File: config.mk
export PLATFORM = sky130hd
export DESIGN_NAME = tws_timer_top
export DESIGN_NICKNAME = d
export VERILOG_FILES = /design/src/common/tws_pkg.sv /design/src/hdl/tws_edge_sync.sv /design/src/hdl/tws_timer_top.sv /design/src/hdl/tws_watchdog.sv
export SDC_FILE = /design/constraint.sdc
export NUM_CORES = 1
export LEC_CHECK = 0
export ABC_AREA = 1
export BUFFER_PORTS_ARGS = -buffer_cell sky130_fd_sc_hd__buf_2
export CORE_MARGIN = 1.5
export CORE_UTILIZATION = 54
export DETAILED_ROUTE_END_ITERATION = 16
export PLACE_DENSITY = 0.89
export SYNTH_ARGS = -nofsm -noshare
export SYNTH_HDL_FRONTEND = slang
export SYNTH_SLANG_ARGS = --single-unit
File: constraint.sdc
create_clock -name clk -period 1.7 [get_ports clk]
set_input_delay 0.255 -clock clk [delete_from_list [all_inputs] [get_ports clk]]
set_output_delay 0.255 -clock clk [all_outputs]
set_load 0.1 [all_outputs]
File: src/common/tws_pkg.sv
// Constants for the timer / watchdog block with a shared prescaler.
// Assumes one instruction cycle per clk edge; CPU strobes are synchronous.
// Functional notes
// - One 8-bit counter serves timer or watchdog
// - Only one user of the counter at once
// - Option bits 3:0 pick owner and ratio
// - Timer write clears prescaler when timer owns
// - Watchdog clear clears prescaler when watchdog owns
// - Prescaler count not readable or writable
// - Every reset zeroes the prescaler count
// - Owner may change on any option write
// - Timer at 01h, kept across resets
// - Clock source select forces pin to input
// - Watchdog runs only when enable fuse set
// - Ratio field sets the owner's division, timer or watchdog
// - Edge select picks falling or rising edges
// - Option write-only, loaded by option instruction
// - Reset sets all option bits to one
package tws_pkg;

  // ----------------------------------------------------------------
  // Addresses and layout
  // ----------------------------------------------------------------
  localparam logic [4:0] TIMER_ADDR     = 5'h01;
  localparam int         OPT_PS_LSB     = 0;
  localparam int         OPT_PS_MSB     = 2;
  localparam int         OPT_ASSIGN_BIT = 3;
  localparam int         OPT_EDGE_BIT   = 4;
  localparam int         OPT_SRC_BIT    = 5;

  // ----------------------------------------------------------------
  // Reset values
  // ----------------------------------------------------------------
  localparam logic [7:0] OPTION_RESET   = 8'hFF;
  localparam logic [7:0] PRESC_RESET    = 8'h00;

  // ----------------------------------------------------------------
  // Clock period and cycle counts
  // ----------------------------------------------------------------
  localparam int         CLK_PERIOD_NS  = 50;
  localparam logic [1:0] WRITE_HOLD_CYC = 2'h2;
  // Last base count; the base watchdog period before postscaling is 4096 clk cycles
  localparam logic [11:0] WDT_BASE_MAX  = 12'hFFF;

endpackage

File: src/hdl/tws_edge_sync.sv
// Pin synchroniser with rising and falling edge detect.
// Assumes the pin is asynchronous to clk.
`timescale 1ns/1ps
module tws_edge_sync (
  // Clock and reset
  input  wire logic clk,
  input  wire logic rst_n,
  // Pin and edges
  input  wire logic pin_async,
  output logic      rise,
  output logic      fall
);

  logic meta_reg;
  logic sync_reg;
  logic prev_reg;

  always_ff @(posedge clk or negedge rst_n) begin
    if (!rst_n) begin
      meta_reg <= 1'b0;
      sync_reg <= 1'b0;
      prev_reg <= 1'b0;
    end else begin
      meta_reg <= pin_async;
      sync_reg <= meta_reg;
      prev_reg <= sync_reg;
    end
  end

  // Only the second stage and later feed the detectors
  assign rise = sync_reg & ~prev_reg;
  assign fall = ~sync_reg & prev_reg;

endmodule

File: src/hdl/tws_timer_top.sv
// Timer with an 8-bit prescaler shared with the watchdog.
// Assumes clk is the instruction clock and all CPU strobes are
// one-cycle pulses synchronous to it; the pin is asynchronous.
`timescale 1ns/1ps
module tws_timer_top (
  // Clock and reset
  input  wire logic       clk,
  input  wire logic       rstn,
  // File register write from the core
  input  wire logic       wr_en,
  input  wire logic [4:0] wr_addr,
  input  wire logic [7:0] wr_data,
  // File register read from the core
  input  wire logic       rd_en,
  input  wire logic [4:0] rd_addr,
  output logic      [7:0] rd_data,
  // Option instruction and watchdog clear instruction
  input  wire logic       option_wr,
  input  wire logic [7:0] option_data,
  input  wire logic       watchdog_clear_instr,
  // Configuration
  input  wire logic       watchdog_enable_fuse,
  // Shared pin
  input  wire logic       timer_external_clock_pin,
  input  wire logic       pin_direction_ctl,
  input  wire logic       pin_out_data,
  output logic            pin_out,
  output logic            pin_oe_n,
  // Status
  output logic      [7:0] timer_count,
  output logic      [7:0] option_value,
  output logic            watchdog_timeout
);

  // ----------------------------------------------------------------
  // Reset release
  // ----------------------------------------------------------------
  logic rst_meta_reg;
  logic rst_sync_reg;

  always_ff @(posedge clk or negedge rstn) begin
    if (!rstn) begin
      rst_meta_reg <= 1'b0;
      rst_sync_reg <= 1'b0;
    end else begin
      rst_meta_reg <= 1'b1;
      rst_sync_reg <= rst_meta_reg;
    end
  end

  // ----------------------------------------------------------------
  // Ratio decode
  // ----------------------------------------------------------------
  // True when the low n bits of cnt are all ones; n = 0 always hits
  function automatic logic tws_hit(input logic [7:0] cnt, input logic [3:0] n);
    logic [7:0] mask;
    mask = 8'hFF >> (4'h8 - n);
    return &(cnt | ~mask);
  endfunction

  // ----------------------------------------------------------------
  // State
  // ----------------------------------------------------------------
  logic [7:0] option_config_reg;
  logic [7:0] presc_reg;
  logic [7:0] presc_next;
  logic [7:0] timer_count_reg;
  logic [7:0] timer_next;
  logic [1:0] hold_reg;
  logic [1:0] hold_next;
  logic [7:0] rd_data_reg;
  logic       pin_out_reg;
  logic       pin_oe_n_reg;
  logic       timeout_reg;

  // ----------------------------------------------------------------
  // Decode
  // ----------------------------------------------------------------
  logic       assign_wdt;
  logic       src_ext;
  logic       edge_fall;
  logic [2:0] ratio;
  logic       timer_wr;
  logic       ext_rise;
  logic       ext_fall;
  logic       src_evt;
  logic       base_tick;
  logic       presc_tick;
  logic       timer_inc;
  logic       post_tick;
  logic       wdt_clr_presc;

  assign assign_wdt = option_config_reg[tws_pkg::OPT_ASSIGN_BIT];
  assign src_ext    = option_config_reg[tws_pkg::OPT_SRC_BIT];
  assign edge_fall  = option_config_reg[tws_pkg::OPT_EDGE_BIT];
  assign ratio      = option_config_reg[tws_pkg::OPT_PS_MSB:tws_pkg::OPT_PS_LSB];
  assign timer_wr   = wr_en && (wr_addr == tws_pkg::TIMER_ADDR);

  tws_edge_sync u_edge (
    .clk       (clk),
    .rst_n     (rst_sync_reg),
    .pin_async (timer_external_clock_pin),
    .rise      (ext_rise),
    .fall      (ext_fall)
  );

  tws_watchdog u_wdt (
    .clk       (clk),
    .rst_n     (rst_sync_reg),
    .enable    (watchdog_enable_fuse),
    .clear     (watchdog_clear_instr),
    .base_tick (base_tick)
  );

  // Internal source counts every instruction cycle
  assign src_evt = src_ext ? (edge_fall ? ext_fall : ext_rise) : 1'b1;

  // Counter input follows its current owner only
  assign presc_tick = assign_wdt ? base_tick : src_evt;

  // Timer owner divides by 2^(ratio+1); watchdog owner bypasses it
  assign timer_inc = assign_wdt ? src_evt
                   : src_evt && tws_hit(presc_reg, {1'b0, ratio} + 4'h1);

  // Watchdog owner divides by 2^ratio; timer owner leaves ticks raw
  assign post_tick = assign_wdt ? base_tick && tws_hit(presc_reg, {1'b0, ratio})
                   : base_tick;

  assign wdt_clr_presc = watchdog_clear_instr && assign_wdt;

  // Clear wins over a same-cycle increment
  assign presc_next = (timer_wr && !assign_wdt) ? tws_pkg::PRESC_RESET
                    : wdt_clr_presc ? tws_pkg::PRESC_RESET
                    : presc_tick ? presc_reg + 8'h01
                    : presc_reg;

  assign hold_next = timer_wr ? tws_pkg::WRITE_HOLD_CYC
                   : (hold_reg != 2'h0) ? hold_reg - 2'h1
                   : hold_reg;

  // Wraps 255 to 0 by plain 8-bit overflow
  assign timer_next = timer_wr ? wr_data
                    : (timer_inc && hold_reg == 2'h0) ? timer_count_reg + 8'h01
                    : timer_count_reg;

  // ----------------------------------------------------------------
  // Option register
  // ----------------------------------------------------------------
  // Write-only; no read path exists, the copy on option_value feeds
  // the pull-up and wake logic outside this block
  always_ff @(posedge clk or negedge rst_sync_reg) begin
    if (!rst_sync_reg) begin
      option_config_reg <= tws_pkg::OPTION_RESET;
    end else if (option_wr) begin
      option_config_reg <= option_data;
    end
  end

  // ----------------------------------------------------------------
  // Prescaler and hold
  // ----------------------------------------------------------------
  // No port reads or loads the count directly
  always_ff @(posedge clk or negedge rst_sync_reg) begin
    if (!rst_sync_reg) begin
      presc_reg <= tws_pkg::PRESC_RESET;
      hold_reg  <= 2'h0;
    end else begin
      presc_reg <= presc_next;
      hold_reg  <= hold_next;
    end
  end

  // ----------------------------------------------------------------
  // Timer count
  // ----------------------------------------------------------------
  // No reset: value survives device resets and is unknown at power-up
  always_ff @(posedge clk) begin
    timer_count_reg <= timer_next;
  end

  // ----------------------------------------------------------------
  // Read port, pin and timeout
  // ----------------------------------------------------------------
  always_ff @(posedge clk or negedge rst_sync_reg) begin
    if (!rst_sync_reg) begin
      rd_data_reg  <= 8'h00;
      pin_out_reg  <= 1'b0;
      pin_oe_n_reg <= 1'b1;
      timeout_reg  <= 1'b0;
    end else begin
      if (rd_en) begin
        rd_data_reg <= (rd_addr == tws_pkg::TIMER_ADDR) ? timer_count_reg : 8'h00;
      end
      pin_out_reg  <= pin_out_data;
      pin_oe_n_reg <= src_ext ? 1'b1 : pin_direction_ctl;
      timeout_reg  <= watchdog_enable_fuse && post_tick;
    end
  end

  assign rd_data          = rd_data_reg;
  assign pin_out          = pin_out_reg;
  assign pin_oe_n         = pin_oe_n_reg;
  assign timer_count      = timer_count_reg;
  assign option_value     = option_config_reg;
  assign watchdog_timeout = timeout_reg;
endmodule

File: src/hdl/tws_watchdog.sv
// Watchdog base counter, free running while enabled.
// Assumes clear is a one-cycle strobe from the instruction decoder.
`timescale 1ns/1ps
module tws_watchdog (
  // Clock and reset
  input  wire logic clk,
  input  wire logic rst_n,
  // Control
  input  wire logic enable,
  input  wire logic clear,
  // Base period tick
  output logic      base_tick
);

  logic [11:0] base_reg;
  logic [11:0] base_next;

  // Disabled watchdog holds at zero so no tick escapes
  assign base_next = (!enable || clear || base_reg == tws_pkg::WDT_BASE_MAX) ? 12'h000
                   : base_reg + 12'h001;
  assign base_tick = enable && !clear && (base_reg == tws_pkg::WDT_BASE_MAX);

  always_ff @(posedge clk or negedge rst_n) begin
    if (!rst_n) begin
      base_reg <= 12'h000;
    end else begin
      base_reg <= base_next;
    end
  end

endmodule

======== Word-level counts from Yosys, hierarchy flattened ========
Cells that the tools add are included.
Widths: inputs -> output; s select.
operators by class
  add/subtract/negate cells ............... 7
  multiply operators ...................... 0
  reduce and logical (&&, ||, !) cells .... 21
  $lt $le $gt $ge ......................... 0
  div/mod/pow operators ................... 0
  eq/ne operators ......................... 3
  muxes and demuxes ....................... 15
  shift operators ......................... 2
  bitwise gates (word level) .............. 8
operator list
  cell                   count
  $mux 8                 6
  $add 8x1->8 const B    2
  $not 8->8              2
  $or 8x8->8             2
  $reduce_and 8->1       2
  $shr 8x4->8 const A    2
  $add 12x1->12 const B  1
  $eq 12x12->1 const B   1
  $mux 12                1
  $eq 5x1->1 const B     2
  $logic_and 1x1->1      9
  $mux 1                 6
  $reduce_bool 2->1      3
  $add 3x1->4 const B    1
  $mux 2                 2
  $sub 4x3->4 const A    1
  $sub 4x4->4 const A    1
  $logic_not 1->1        3
  $reduce_bool 3->1      1
  $and 1x1->1            2
  $logic_not 2->1        1
  $logic_or 1x1->1       2
  $not 1->1              2
  $sub 2x1->2 const B    1
storage, ports and cells
  flip-flop bits (word level) ............. 54
  word-level logic and storage cells ...... 70
  bits in latches ......................... 0
  output and inout bits ................... 27
  memories ................................ 0
  RAM bits ................................ 0
  bits of input ports ..................... 36
  ROM bits ................................ 0

======== Depth between registers and ports, before layout ========
  depth after elaboration ................. 11
  mapped depth ............................ 9
  depth with buffers taken out ............ 9

======== Hierarchy ========
A second synthesis with hierarchy kept.
second synthesis, totals
  cell total of the unflattened synthesis .. 359
  area, all modules ....................... 2919.0 um^2
by module, submodules not included
  module         cells an instance  times used  sequential area each (um^2)  area each (um^2)
  tws_timer_top  273                1           1027.2                       2180.8
  tws_watchdog   79                 1           300.3                        648.1
  tws_edge_sync  7                  1           75.1                         90.1

======== Worst setup path before layout ========
No wires, ideal clock.
  path type ............................... register -> register
  start ................................... register option_config_reg[1], in the netlist option_value[1]
  end ..................................... register timer_count_reg[0], in the netlist timer_count[0], enable pin
  cell stages (with the launch flop) ...... 8
  buffers on the path ..................... 0
  setup time .............................. 0.273 ns
  data arrival time ....................... 1.865 ns
  setup slack ............................. -0.438 ns
  required time ........................... 1.427 ns
  cells stage by stage .................... dfstp_2 -> inv_1 -> ha_1 -> ha_1 -> o211ai_1 -> nor2_1 -> a21oi_1 -> nor2_1
on the way
  longest elaborated chain between the ends .. 10
RTL lines
  item                                line                  text
  start, declared                     tws_timer_top.sv:64   logic [7:0] option_config_reg;
  start signal, assigned              tws_timer_top.sv:153  option_config_reg <= tws_pkg::OPTION_RESET;
  start signal, assigned              tws_timer_top.sv:155  option_config_reg <= option_data;
  $add 3x1->4                         tws_timer_top.sv:123  : src_evt && tws_hit(presc_reg, {1'b0, ratio} + 4'h1);
  $sub 4x4->4                         tws_timer_top.sv:57   mask = 8'hFF >> (4'h8 - n);
  $shr 8x4->8                         tws_timer_top.sv:57
  $not 8->8                           tws_timer_top.sv:58   return &(cnt | ~mask);
  $or 8x8->8                          tws_timer_top.sv:58
  $reduce_and 8->1                    tws_timer_top.sv:58
  $logic_and 1x1->1                   tws_timer_top.sv:123
  $mux 1                              tws_timer_top.sv:122  assign timer_inc = assign_wdt ? src_evt
  $logic_and 1x1->1                   tws_timer_top.sv:143  : (timer_inc && hold_reg == 2'h0) ? timer_count_reg + 8'h01
  $reduce_bool 2->1 (no source line)  -
  end signal, assigned                tws_timer_top.sv:178  timer_count_reg <= timer_next;
  end, declared                       tws_timer_top.sv:67   logic [7:0] timer_count_reg;
No other way between the ends.
A chain may end at the register's enable or synchronous reset.

======== Worst setup path after layout ========
  start ................................... register option_config_reg[0], in the netlist option_value[0]
  end ..................................... register timer_count_reg[2], in the netlist timer_count[2], enable pin
The elaborated chain is that of the path after synthesis.

==> flow_summary.json <==
{
  "status": "finished with violations",
  "violations": "negative setup slack",
  "finalSetupViolations": 9,
  "drt_iter0_drc": 182,
  "synth-edff-count": 8,
  "synth_xor_area_share_pct": 3.15,
  "antenna_found_initial": 0,
  "portBuffers": 62,
  "track_usage_pct": 24.5,
  "io_pins": 63,
  "gp_congestion": 0.947,
  "ant_nets": 0,
  "htree_levels": 2,
  "synth_top_family_by_area": "simple AND/OR/NAND/NOR gates",
  "syn_avg_cell_area_um2": 8.49,
  "start_util_pct": 57.4,
  "fin_crit_sh_pct": 112,
  "first_pass_iters": 5,
  "synth.area.top_cells": "dfrtp_1 33%, nand2_1 12%, edfxtp_1 8.6%, dfstp_2 8.5%, inv_1 5.7%",
  "instances_no_fill": 478,
  "dp_slack_ns": -0.170,
  "die_area_mm2": 0.00560,
  "grt_pass1_wl_mm": 10.4,
  "worst_slew_pin_slew_ns": 0.531,
  "finalClockSkew_ns": 0.00632,
  "drv_cap": 0,
  "synth_compound_area_share_pct": 8.49,
  "rsz0062_at_grt": "yes",
  "finalNetCount": 456,
  "drive_above_1_share_pct": 29.9,
  "clock_latency_ns": 0.30,
  "drt_wl_total_mm": 6.76,
  "dieWidth_um": 74.8,
  "first_global_vias": 2362,
  "fin_tns_setup_ns": -1.68,
  "crit_arrival_ns": 1.97,
  "overflow": 0,
  "clk_pin_slew_ns": 0.09,
  "endpoint_kind": "flop",
  "ys.warnings.count": 0,
  "hp-class": "in -> reg",
  "synth.area.mux_share_pct": 1.21,
  "drv_slew": 0,
  "hpwlAfterDp_mm": 4.70,
  "synth_top_area_share_pct": 33.3,
  "hold_viol": 0,
  "syn_area_mm2": 0.00278,
  "dr_total_vias": 2501,
  "clockRootBuffer": "clkbuf_8",
  "largest_reg_flops": 12,
  "cts_buffers": 5,
  "synth_common_cells": "89 x nand2_1, 42 x inv_1, 37 x dfrtp_1, 37 x nor2_1",
  "min_period_ns": 1.91,
  "yosysSeqAreaShare_pct": 50.4,
  "die_h_um": 74.8,
  "synthToLayoutAreaGrowth_pct": 27.6,
  "required_ns": 1.76,
  "post_drt_wl_per_cell_um": 14.1,
  "viasPerCell": 5.23,
  "yosys.area.top_type": "dfrtp_1",
  "ys_async_sr_fraction_pct": 85.2,
  "fp.coreArea_mm2": 0.00485,
  "drc": 0,
  "fmax_mhz": 525,
  "synth-adder-area-share_pct": 4.49,
  "grt_max_degree": 44,
  "synthSimpleGateAreaFrac_pct": 25.8,
  "synth.most_common_cell": "nand2_1",
  "syn_nets": 374,
  "relSlewSlack_pct": 64.6,
  "cts_sinks": 54,
  "core.rowCount": 25,
  "num_antenna_cells": 0,
  "peakVddDrop_mv": 0.820,
  "worstPathMaxFanout": 8,
  "p_leak_nw": 1.76,
  "power.density_mw_per_mm2": 943,
  "synth_seq_cells": 54,
  "tritoncts": "built",
  "synth_cell_types": 34,
  "dp_cells": 464,
  "fin_ws_ns": -0.205,
  "synthCells": 328,
  "setup.worst_path.class": "reg -> reg",
  "synthFlopType": "dfrtp_1",
  "clock_path_buffers": 2,
  "crit_path_start_kind": "flop"
}
==> final cells by class <==
type                    instances  area, um2
flip-flops and latches         54       1420
fillers                       327       1300
multi-input cells             228       1290
repair buffers                 79        505
inverters                      42        163
well taps                      67       83.8
clock buffers                   6       72.6
clock inverters                 2       13.8
==> stage by stage <==
step / util, % / cell area, um2 / power [mW] / hold WS [ns]
finish: 73.2 / 3550 / 3.35 / 0.0505
global route: 73.2 / 3550 / 3.48 / 0.0461
CTS: 71.8 / 3480 / 3.27 / 0.0474
detailed placement: 69.1 / 3350 / 2.56 / 0.0425
global placement: 69.1 / 3350 / 2.52 / 0.0428
floorplan: - / 2840 / 2.31 / -0.0406
==> cell families after synthesis <==
| group | after synthesis |
|---|---|
| multiplexers | 3 |
| AND/OR/NAND/NOR | 164 |
| buffers and inverters | 46 |
| adder cells (fa/ha/maj) | 10 |
| AO/OA/AOI/OAI | 40 |
| XOR/XNOR | 10 |
| other | 1 |
| flip-flops | 54 |
==> what timing repair did <==
action | in CTS | in global routing
pin swaps | 5 | 5
hold buffers | 1 | 0
setup buffers | 0 | 5
gates resized for setup | 7 | 6
endpoints found under the hold margin | 2 | 0
setup endpoints to repair | 9 | 20
==> worst max-delay path: stages, from the launching register on <==
cell and delay [ns]:
dfstp_4 0.66, inv_4 0.04, ha_4 0.16, ha_4 0.16, o211ai_1 0.23, nor2_1 0.09, a21oi_2 0.22, nor2_4 0.10
==> per-layer routing <==
metal	share of wire (%)	GRT usage, %	vias up	routed length (um)
met5	0	0	-	0
met4	1.9	9.29	0	129
met3	4.9	5.22	15	330
met2	53	44.6	86	3600
met1	40	28.3	1191	2700
li1	-	-	1209	-
==> cell usage in the layout (no fill, tap or decap), types with 2 or more instances in the layout <==
cell / Yosys / layout
mux2_2: 3 / 3
nand2_2: 2 / 3
nor2_1: 37 / 36
inv_1: 42 / 37
buf_12: 0 / 4
inv_2: 0 / 3
dfstp_2: 9 / 4
buf_6: 0 / 2
edfxtp_1: 8 / 8
nand2_1: 89 / 88
buf_2: 2 / 59
a31oi_1: 3 / 3
dfrtp_1: 37 / 36
clkbuf_8: 0 / 5
ha_4: 0 / 4
ha_1: 10 / 6
o211ai_1: 3 / 3
xnor2_1: 5 / 5
nand3_1: 19 / 19
nor3_1: 5 / 4
o31ai_1: 4 / 4
a21oi_2: 1 / 4
a21oi_1: 7 / 4
xor2_1: 5 / 5
inv_4: 0 / 2
nand4_1: 2 / 2
nand3b_1: 3 / 3
buf_4: 0 / 13
dfstp_4: 0 / 5
o21ai_0: 19 / 18
==> power breakdown <==
part / switching [mW] / internal (mW)
clock: 0.415 / 0.292
sequential: 0.126 / 1.46
combinational: 0.713 / 0.344
total: 1.25 / 2.10
==> path summary, 6_finish.rpt <==
check,start,to,slack (ns),cells past startpoint
hold reg to reg,rst_sync_reg,pin_oe_n,0.21,0
setup / recovery,option_value[0],timer_count[2],-0.21,7
hold / removal,timer_external_clock_pin,u_edge.meta_reg,0.05,1
setup reg to reg,option_value[0],timer_count[2],-0.21,7
max in group asynchronous,rst_sync_reg,u_wdt.base_reg[2],0.96,1
min in group asynchronous,rst_sync_reg,pin_oe_n,0.21,0
(Power assumes the default switching activity.)
